## config.mk

```make
export PLATFORM = sky130hd
export DESIGN_NAME = stl1_act_fsm
export DESIGN_NICKNAME = d
export VERILOG_FILES = /design/src/rtl/stl1_pkg.sv /design/src/rtl/stl1_cmd_latch.sv /design/src/rtl/stl1_act_fsm.sv
export VERILOG_INCLUDE_DIRS = /design/src /design/src/rtl
export SDC_FILE = /design/constraint.sdc
export NUM_CORES = 1
export LEC_CHECK = 0
export BUFFER_PORTS_ARGS = -buffer_cell sky130_fd_sc_hd__buf_2
export CAP_MARGIN = 20
export CORE_ASPECT_RATIO = 0.5
export CORE_UTILIZATION = 60
export CTS_CLUSTER_DIAMETER = 100
export DETAILED_ROUTE_END_ITERATION = 8
export PLACE_DENSITY = 0.79
export SYNTH_ARGS = -nofsm -noshare
export SYNTH_HDL_FRONTEND = slang
export SYNTH_SLANG_ARGS = --single-unit
```

## constraint.sdc

```tcl
create_clock -name clk -period 2.8 [get_ports clk]
set_input_delay 0.84 -clock clk [delete_from_list [all_inputs] [get_ports clk]]
set_output_delay 0.84 -clock clk [all_outputs]
set_load 0.1 [all_outputs]
```

## src/rtl/stl1_consts.svh

```systemverilog
`ifndef STL1_CONSTS_SVH
`define STL1_CONSTS_SVH

// ****************************************
// Command codes
// ****************************************
`define STL1_CMD_DEACT_REQ 4'h0
`define STL1_CMD_CLEAR 4'h1
`define STL1_CMD_SINGLE_PULSE 4'h2
`define STL1_CMD_CONT_PULSE 4'h3
`define STL1_CMD_RX_UNSYNC 4'h4
`define STL1_CMD_ACT_REQ 4'h8
`define STL1_CMD_LOOP_ACT_REQ 4'hA
`define STL1_CMD_ACT_DONE 4'hC
`define STL1_CMD_LOOP_ACT_IND 4'hE
`define STL1_CMD_DEACT_CONFIRM 4'hF

// ****************************************
// Indication codes
// ****************************************
`define STL1_IND_TIMING 4'h0
`define STL1_IND_CLEAR 4'h1
`define STL1_IND_RX_UNSYNC 4'h4
`define STL1_IND_ACT_REQ 4'h8
`define STL1_IND_CODE_VIOL 4'hB
`define STL1_IND_ACT_DONE 4'hC
`define STL1_IND_DEACT_DONE 4'hF

// ****************************************
// Timing
// ****************************************
`define STL1_CLK_HZ 50000000
`define STL1_INFO0_QUIET_MS 16
`define STL1_DEACT_TIMER_MS 32
`define STL1_INFO0_QUIET_CYC ((`STL1_CLK_HZ / 1000) * `STL1_INFO0_QUIET_MS)
`define STL1_DEACT_TIMER_CYC ((`STL1_CLK_HZ / 1000) * `STL1_DEACT_TIMER_MS)

`endif

```

## src/rtl/stl1_pkg.sv

```systemverilog
package stl1_pkg;

  typedef enum logic [3:0] {
    ST_DEACT = 4'h0,
    ST_INFO0_DET = 4'h1,
    ST_PEND_ACT = 4'h3,
    ST_WAIT_SWITCH = 4'h2,
    ST_ACTIVE = 4'h6,
    ST_LOST_ST = 4'h7,
    ST_LOST_UP = 4'h5,
    ST_PEND_DEACT = 4'h4,
    ST_WAIT_CONFIRM = 4'hC,
    ST_CLEARED = 4'hD,
    ST_TEST_SINGLE = 4'hF,
    ST_TEST_CONT = 4'hE
  } stl1_state_t;

  typedef enum logic [2:0] {
    TX_INFO0 = 3'h0,
    TX_INFO2 = 3'h2,
    TX_INFO4 = 3'h4,
    TX_SINGLE = 3'h5,
    TX_CONT = 3'h6
  } stl1_tx_info_t;

  typedef struct packed {
    logic info0;
    logic level;
    logic info3;
    logic sync;
    logic codeViol;
  } stl1_line_rx_t;

  typedef struct packed {
    stl1_tx_info_t txInfo;
    logic loop2Closed;
    logic transparent;
    logic clockStop;
  } stl1_line_ctl_t;

endpackage

```

## src/rtl/stl1_cmd_latch.sv

```systemverilog
`timescale 1ns/1ps
`include "stl1_consts.svh"

module stl1_cmd_latch
  import stl1_pkg::*;
#(
  parameter int WIDTH = 4
) (
  input wire logic clk,
  input wire logic rst,
  input wire logic frameStrobe,
  input wire logic [WIDTH-1:0] cmdIn,
  output logic [WIDTH-1:0] cmdCode,
  output logic cmdNew
);

  logic [WIDTH-1:0] sample_reg;
  logic sampleValid_reg;
  logic [WIDTH-1:0] cmdCode_reg;
  logic cmdNew_reg;

  // Two equal frames needed: a code changing mid-frame is not acted on
  always_ff @(posedge clk) begin
    if (rst) begin
      sample_reg <= {WIDTH{1'b1}};
      sampleValid_reg <= 1'b0;
    end else if (frameStrobe) begin
      sample_reg <= cmdIn;
      sampleValid_reg <= 1'b1;
    end
  end

  always_ff @(posedge clk) begin
    if (rst) begin
      cmdCode_reg <= {WIDTH{1'b1}};
      cmdNew_reg <= 1'b0;
    end else begin
      cmdNew_reg <= 1'b0;
      if (frameStrobe && sampleValid_reg && cmdIn == sample_reg) begin
        cmdCode_reg <= cmdIn;
        cmdNew_reg <= 1'b1;
      end
    end
  end

  assign cmdCode = cmdCode_reg;
  assign cmdNew = cmdNew_reg;

endmodule

```

## src/rtl/stl1_act_fsm.sv

```systemverilog
`timescale 1ns/1ps
`include "stl1_consts.svh"

// What this block does
// - Deactivation request sends INFO 0, starts deactivation
// - Clear command resets machine, ignores line infos
// - Codes 0010/0011 enter pulse test states
// - Activation request starts exchange side activation
// - Loop activation request closes analog loopback
// - Deactivation confirm enters deactivated, INFO 0 detect
// - Exchange mode reports timing while deactivated
// - Network mode reports timing during deactivation
// - Unsynchronised receiver reports code 0100
// - Terminal wake-up reports activation request in network mode; exchange mode goes to pending activation
// - Code violation reported only when enabled
// - Synchronous receiver reports activation done
// - Done after 16 ms INFO 0 or 32 ms
// - Wait state held until deactivation confirm, clear or pulse test command
// - Deactivated: silent, clocks gated, both activate
// - Network mode: INFO 0 detected, await go
// - Go command sends INFO 2; loop closes loop 2
// - Network mode: after INFO 3, INFO 2 until switch-through; exchange mode goes straight to active
// - Switch-through sends INFO 4, transparent channels
// - Lost sync while active enters lost framing
// - Network mode: upstream unsync command makes device send INFO 2
// - Network mode deactivation accepted from any state except pending deactivation and wait confirm
// - Indication follows current state continuously

module stl1_act_fsm
  import stl1_pkg::*;
#(
  parameter int QUIET_CYC = `STL1_INFO0_QUIET_CYC,
  parameter int DEACT_CYC = `STL1_DEACT_TIMER_CYC
) (
  input wire logic clk,
  input wire logic rst,
  input wire logic networkTermMode,
  input wire logic codeViolationEnable,
  input wire logic clockGateOnDeact,
  input wire logic frameStrobe,
  input wire logic [3:0] cmdIn,
  input wire stl1_line_rx_t lineRx,
  output logic [3:0] indOut,
  output stl1_line_ctl_t lineCtl
);

  // ****************************************
  // Command sampling
  // ****************************************
  logic [3:0] cmdCode;
  logic cmdNew;

  stl1_cmd_latch #(.WIDTH(4)) cmdLatch (
    .clk(clk),
    .rst(rst),
    .frameStrobe(frameStrobe),
    .cmdIn(cmdIn),
    .cmdCode(cmdCode),
    .cmdNew(cmdNew)
  );

  // Commands are levels; acting on the held code keeps the controller's
  // repeated code harmless since every transition is idempotent
  logic [3:0] cmd_reg;
  logic cmdValid_reg;

  always_ff @(posedge clk) begin
    if (rst) begin
      cmd_reg <= `STL1_CMD_DEACT_CONFIRM;
      cmdValid_reg <= 1'b0;
    end else if (cmdNew) begin
      cmd_reg <= cmdCode;
      cmdValid_reg <= 1'b1;
    end
  end

  function automatic logic isCmd(input logic [3:0] c, input logic [3:0] code, input logic v);
    isCmd = v && (c == code);
  endfunction

  function automatic logic isNtCmd(input logic [3:0] c, input logic [3:0] code, input logic v, input logic nt);
    isNtCmd = nt && isCmd(c, code, v);
  endfunction

  // Line decodes used by the state machine and the quiet timer
  function automatic logic lineUp(input stl1_line_rx_t rx);
    lineUp = rx.info3 && rx.sync;
  endfunction

  function automatic logic lineWake(input stl1_line_rx_t rx);
    lineWake = rx.level && !rx.info0;
  endfunction

  function automatic logic lineQuiet(input stl1_line_rx_t rx);
    lineQuiet = rx.info0 && !rx.level;
  endfunction

  // Terminal count for both deactivation timers
  function automatic logic reached(input logic [31:0] cnt, input int limit);
    reached = cnt >= 32'(limit - 1);
  endfunction

  // Violations only matter on a live link, never while cleared
  function automatic logic linkLive(input stl1_state_t s);
    linkLive = s != ST_CLEARED && s != ST_DEACT;
  endfunction

  // ****************************************
  // Deactivation timers
  // ****************************************
  logic [31:0] quietCnt_reg;
  logic [31:0] deactCnt_reg;
  stl1_state_t state_reg;
  stl1_state_t state_next;
  logic quietDone;
  logic deactDone;

  assign quietDone = reached(quietCnt_reg, QUIET_CYC);
  assign deactDone = reached(deactCnt_reg, DEACT_CYC);

  // 32-bit counters cost flops but take any timer override unchanged
  always_ff @(posedge clk) begin
    if (rst || state_reg != ST_PEND_DEACT) begin
      deactCnt_reg <= 32'h0;
    end else begin
      deactCnt_reg <= deactCnt_reg + 32'h1;
    end
  end

  // Quiet time must be continuous: any level restarts it
  always_ff @(posedge clk) begin
    if (rst || state_reg != ST_PEND_DEACT) begin
      quietCnt_reg <= 32'h0;
    end else if (lineQuiet(lineRx)) begin
      quietCnt_reg <= quietCnt_reg + 32'h1;
    end else begin
      quietCnt_reg <= 32'h0;
    end
  end

  // ****************************************
  // State machine
  // ****************************************
  logic cDr;
  logic cClr;
  logic cSsp;
  logic cScp;
  logic cRsy;
  logic cAr;
  logic cArl;
  logic cAi;
  logic cAil;
  logic cDc;
  logic cGo;

  assign cDr = isCmd(cmd_reg, `STL1_CMD_DEACT_REQ, cmdValid_reg);
  assign cClr = isCmd(cmd_reg, `STL1_CMD_CLEAR, cmdValid_reg);
  assign cSsp = isCmd(cmd_reg, `STL1_CMD_SINGLE_PULSE, cmdValid_reg);
  assign cScp = isCmd(cmd_reg, `STL1_CMD_CONT_PULSE, cmdValid_reg);
  assign cRsy = isNtCmd(cmd_reg, `STL1_CMD_RX_UNSYNC, cmdValid_reg, networkTermMode);
  assign cAr = isCmd(cmd_reg, `STL1_CMD_ACT_REQ, cmdValid_reg);
  assign cArl = isCmd(cmd_reg, `STL1_CMD_LOOP_ACT_REQ, cmdValid_reg);
  assign cAi = isNtCmd(cmd_reg, `STL1_CMD_ACT_DONE, cmdValid_reg, networkTermMode);
  assign cAil = isCmd(cmd_reg, `STL1_CMD_LOOP_ACT_IND, cmdValid_reg);
  assign cDc = isCmd(cmd_reg, `STL1_CMD_DEACT_CONFIRM, cmdValid_reg);
  assign cGo = cAr || cArl;

  always_comb begin
    state_next = state_reg;
    unique case (state_reg)
      ST_DEACT: begin
        if (cGo) begin
          state_next = ST_PEND_ACT;
        end else if (lineWake(lineRx)) begin
          // Exchange side starts straight away; network side asks first
          state_next = networkTermMode ? ST_INFO0_DET : ST_PEND_ACT;
        end
      end
      ST_INFO0_DET: begin
        if (cGo) begin
          state_next = ST_PEND_ACT;
        end
      end
      ST_PEND_ACT: begin
        if (lineUp(lineRx)) begin
          state_next = networkTermMode ? ST_WAIT_SWITCH : ST_ACTIVE;
        end
      end
      ST_WAIT_SWITCH: begin
        if (cAi || cAil) begin
          state_next = ST_ACTIVE;
        end
      end
      ST_ACTIVE: begin
        if (!lineRx.sync) begin
          state_next = ST_LOST_ST;
        end else if (cRsy) begin
          state_next = ST_LOST_UP;
        end
      end
      ST_LOST_ST: begin
        if (lineUp(lineRx)) begin
          state_next = networkTermMode ? ST_WAIT_SWITCH : ST_ACTIVE;
        end
      end
      ST_LOST_UP: begin
        if (cAi || cAil) begin
          state_next = ST_ACTIVE;
        end
      end
      ST_PEND_DEACT: begin
        if (quietDone || deactDone) begin
          state_next = ST_WAIT_CONFIRM;
        end
      end
      ST_WAIT_CONFIRM: begin
        if (cDc) begin
          state_next = ST_DEACT;
        end
      end
      ST_CLEARED, ST_TEST_SINGLE, ST_TEST_CONT: begin
        if (cDc) begin
          state_next = ST_DEACT;
        end
      end
      default: begin
        state_next = ST_DEACT;
      end
    endcase
    // Unconditional commands override the per-state path
    if (cSsp) begin
      state_next = ST_TEST_SINGLE;
    end
    if (cScp) begin
      state_next = ST_TEST_CONT;
    end
    // Exchange side has nothing to tear down while already deactivated
    if (cDr && state_reg != ST_WAIT_CONFIRM && state_reg != ST_PEND_DEACT
        && (networkTermMode || state_reg != ST_DEACT)) begin
      state_next = ST_PEND_DEACT;
    end
    if (cClr) begin
      state_next = ST_CLEARED;
    end
  end

  always_ff @(posedge clk) begin
    if (rst) begin
      state_reg <= ST_DEACT;
    end else begin
      state_reg <= state_next;
    end
  end

  // ****************************************
  // Line control and indication
  // ****************************************
  stl1_line_ctl_t lineCtl_reg;
  stl1_line_ctl_t lineCtl_next;
  logic [3:0] ind_reg;
  logic [3:0] ind_next;

  always_comb begin
    lineCtl_next = '0;
    lineCtl_next.txInfo = TX_INFO0;
    unique case (state_next)
      ST_PEND_ACT, ST_WAIT_SWITCH, ST_LOST_ST, ST_LOST_UP: begin
        lineCtl_next.txInfo = TX_INFO2;
      end
      ST_ACTIVE: begin
        lineCtl_next.txInfo = TX_INFO4;
        lineCtl_next.transparent = 1'b1;
      end
      ST_TEST_SINGLE: begin
        lineCtl_next.txInfo = TX_SINGLE;
      end
      ST_TEST_CONT: begin
        lineCtl_next.txInfo = TX_CONT;
      end
      ST_DEACT: begin
        lineCtl_next.clockStop = clockGateOnDeact;
      end
      default: begin
        lineCtl_next.txInfo = TX_INFO0;
      end
    endcase
    // Loop 2 follows loop request during pending activation, loop indication while active
    if ((state_next == ST_PEND_ACT && cArl) || (state_next == ST_ACTIVE && cAil)) begin
      lineCtl_next.loop2Closed = 1'b1;
    end
  end

  always_comb begin
    ind_next = `STL1_IND_TIMING;
    unique case (state_next)
      ST_DEACT: begin
        ind_next = networkTermMode ? `STL1_IND_DEACT_DONE : `STL1_IND_TIMING;
      end
      ST_INFO0_DET: begin
        ind_next = `STL1_IND_ACT_REQ;
      end
      ST_PEND_ACT, ST_LOST_ST: begin
        ind_next = lineRx.level ? `STL1_IND_RX_UNSYNC : `STL1_IND_ACT_REQ;
      end
      ST_WAIT_SWITCH, ST_ACTIVE, ST_LOST_UP: begin
        ind_next = lineRx.sync ? `STL1_IND_ACT_DONE : `STL1_IND_RX_UNSYNC;
      end
      ST_PEND_DEACT: begin
        ind_next = `STL1_IND_TIMING;
      end
      ST_WAIT_CONFIRM: begin
        ind_next = `STL1_IND_DEACT_DONE;
      end
      ST_CLEARED: begin
        ind_next = `STL1_IND_CLEAR;
      end
      default: begin
        ind_next = `STL1_IND_TIMING;
      end
    endcase
    if (codeViolationEnable && lineRx.codeViol && linkLive(state_next)) begin
      ind_next = `STL1_IND_CODE_VIOL;
    end
  end

  always_ff @(posedge clk) begin
    if (rst) begin
      ind_reg <= `STL1_IND_TIMING;
    end else begin
      ind_reg <= ind_next;
    end
  end

  always_ff @(posedge clk) begin
    if (rst) begin
      lineCtl_reg <= '0;
    end else begin
      lineCtl_reg <= lineCtl_next;
    end
  end

  assign indOut = ind_reg;
  assign lineCtl = lineCtl_reg;

endmodule

```

==> impl_metrics.env <==
export IMPL_drive_gt1_share_pct=11.79
export IMPL_peakVddDrop_mv=0.4581
export IMPL_path_max_fanout=12
export IMPL_rsz0062_at_grt="false"
export IMPL_worst_setup_path_end_kind="register"
export IMPL_final_cells=635
export IMPL_synth_yosys_seq_area_share_pct=43.18
export IMPL_fin_crit_sh_pct=90.44
export IMPL_cts_setup_buffers=0
export IMPL_synth_area_sq_um=4312
export IMPL_grt_util_all_layers_pct=24.65
export IMPL_htree_levels=3
export IMPL_critical_path_class="register to register"
export IMPL_cts_tree="done"
export IMPL_startpoint_type="register"
export IMPL_min_period_ns=2.532
export IMPL_synth_edff_count=0
export IMPL_grt_pass1_wl_um=14200
export IMPL_leakage_nw=1.765
export IMPL_dp_cells=619
export IMPL_gp_congestion=0.9435
export IMPL_rows=21
export IMPL_worstHoldPathType="register to register"
export IMPL_r2r_cells=9
export IMPL_final_setup_viol_count=0
export IMPL_critical_path_arrival_ns=2.76
export IMPL_clock_path_buffers=2
export IMPL_hold_viol_final=0
export IMPL_holdWs_ns=0.4569
export IMPL_worstSkewPairLatency_ns=0.34
export IMPL_cap_violations=0
export IMPL_whs_endpoint="quietCnt_reg[0]$_SDFF_PP0_"
export IMPL_die_area_sq_um=7550
export IMPL_grt_pass1_vias=3185
export IMPL_cts_sinks=93
export IMPL_synth_fp_nets=524
export IMPL_grt_overflow=0
export IMPL_synth_cells=507
export IMPL_core_sq_um=6805
export IMPL_ios=25
export IMPL_io_buffers=24
export IMPL_grt_max_degree=33
export IMPL_antenna_found_initial=0
export IMPL_n_antenna_cell=0
export IMPL_r2r_start="state_reg[0]$_SDFF_PP0_"
export IMPL_p_per_area_nw_per_um2=579.1
export IMPL_status="completed"
export IMPL_drc=0
export IMPL_max_freq_mhz=394.9
export IMPL_final_nets=555
export IMPL_relSlewSlack_pct=67.71
export IMPL_routedWlPerCell_um=13.52
export IMPL_antenna_violating_nets_post_route=0
export IMPL_area_growth_pct=13.44
export IMPL_reg2reg_slack_ns=0.27
export IMPL_numCtsBuffers=9
export IMPL_synthArstFlopShare_pct=0
export IMPL_ys_flop_type="dfxtp_1"
export IMPL_viasPerCell=5.598
export IMPL_dp_hpwl_um=6013
export IMPL_clkTransAtPathRegs_ns=0.06
export IMPL_die_y_um=61.94
export IMPL_min_path_cells=1
export IMPL_n_fill_cell=524
export IMPL_drv_slew=0
export IMPL_fin_worst_skew_ns=0.005118
export IMPL_wirelength_um=8588
export IMPL_yosysUniqueCellTypes=59
export IMPL_vias=3555
export IMPL_tightestPinTransition_ns=0.4877
export IMPL_min_from="quietCnt_reg[0]$_SDFF_PP0_"
export IMPL_worstReg2RegEnd="indOut[3]$_SDFF_PP0_"
export IMPL_ys_ff_latch=93
export IMPL_die_w_um=121.9
export IMPL_syn_area_per_cell_sq_um=8.504
export IMPL_drt_iter0_markers=174
export IMPL_cts_root_buf="clkbuf_16"
export IMPL_start_util_pct=63.36
export IMPL_drt_pass1_iterations=4
export IMPL_ys_warn_count=0
export IMPL_cp_required_ns=3.02
worst max path at each step:
stage,depth (start not counted),to,from
floorplan,8,indOut[3]$_SDFF_PP0_,networkTermMode
detailed placement,8,indOut[3]$_SDFF_PP0_,networkTermMode
global placement,9,indOut[3]$_SDFF_PP0_,networkTermMode
global route,9,lineCtl[2]$_SDFF_PP0_,state_reg[0]$_SDFF_PP0_
finish,9,indOut[3]$_SDFF_PP0_,state_reg[0]$_SDFF_PP0_
CTS,9,indOut[3]$_SDFF_PP0_,state_reg[0]$_SDFF_PP0_
what timing repair did:
action / in CTS / in global routing
resized for setup: 0 / 1
hold buffers: 0 / 0
endpoints found under the setup margin: 0 / 1
kinds of logic (layout without fill, tap and decap cells):
kind of cell	Yosys count	in the layout	share of synthesized area, %
buffers and inverters	34	70	3.279
AND/OR/NAND/NOR	245	245	27.92
XOR/XNOR	52	52	10.56
adder cells (fa/ha/maj)	2	2	0.5803
flip-flops	93	93	43.18
multiplexers	8	8	1.857
AO/OA/AOI/OAI	73	73	12.62
area by class of cell:
type	count	area [sq um]	share of cell area [%]
multi-input cells	380	2315	47.33
flip-flops and latches	93	1862	38.07
clock buffers	11	232.7	4.758
repair buffers	37	217.7	4.451
well taps	92	115.1	2.354
clock inverters	5	85.08	1.740
inverters	17	63.81	1.305
per-stage QoR:
stage                     util (%)  setup TNS [ns]  cell area, sq um  total power [W]  setup slack (ns)
after CTS                    71.78               0              4885         0.002848            0.1864
after detailed placement     67.11        -0.04237              4567         0.001568          -0.04237
after floorplan                  -               0              4312         0.001522            0.2379
after global routing         71.87               0              4891         0.002911           0.07425
after global placement       67.11       -0.001497              4567         0.001566         -0.001497
final                        71.87               0              4891         0.002832            0.2675
metal layers:
metal  global-route usage [%]  part of all wire, %
met1                    29.10                   48
met3                    8.394                  4.1
met4                    9.877                  1.5
met5                        0                    0
met2                    42.62                   46
report_power, final:
part	internal, W	total (W)	switching (W)
Clock	0.000786	0.00129	0.000506
Combinational	0.0000594	0.000190	0.000131
Sequential	0.00134	0.00135	0.0000113
synthesized netlist by cell type, drive strengths merged, types with 11 or more instances:
| cell | n | area [sq um] |
|---|---|---|
| a21oi | 16 | 91.34 |
| and3 | 12 | 75.07 |
| clkbuf | 11 | 41.29 |
| dfxtp | 93 | 1862 |
| inv | 17 | 63.81 |
| nand2 | 46 | 172.7 |
| nand3 | 25 | 125.1 |
| nor2 | 88 | 330.3 |
| nor3 | 14 | 75.07 |
| o21ai | 14 | 70.06 |
| or3 | 11 | 68.82 |
| xnor2 | 17 | 148.9 |
| xor2 | 35 | 306.5 |
worst max-delay path, cell delays in order (launching register included):
cell and delay [ns]:
dfxtp_1 0.55, nor4bb_2 0.34, o21a_1 0.18, a221oi_1 0.06, buf_4 0.19, a21oi_2 0.26
nand2b_1 0.18, o21ba_1 0.18, a2111oi_2 0.38, o22ai_2 0.09
cells in the final DEF (no fill, tap or decap), types with 3 or more instances in the layout:
master | netlist | routed
dfxtp_1 | 93 | 93
nor2_1 | 88 | 88
nand2_1 | 46 | 46
xor2_1 | 35 | 35
nand3_1 | 25 | 25
buf_2 | 5 | 24
inv_1 | 17 | 17
xnor2_1 | 17 | 17
nor3_1 | 13 | 13
o21ai_0 | 13 | 13
a21oi_1 | 13 | 13
buf_4 | 0 | 13
and3_1 | 12 | 12
or3_1 | 11 | 11
nand4_1 | 10 | 10
o211ai_1 | 9 | 9
clkbuf_16 | 0 | 9
mux2i_1 | 8 | 8
nor4_1 | 7 | 7
and4_1 | 5 | 5
nor2b_1 | 4 | 4
and2_1 | 4 | 4
o22ai_1 | 4 | 4
nand2b_1 | 3 | 3
nand4b_1 | 3 | 3
a31oi_1 | 3 | 3
a221oi_1 | 3 | 3
a21oi_2 | 3 | 3
No activity file was read; power rests on OpenSTA's default activity.
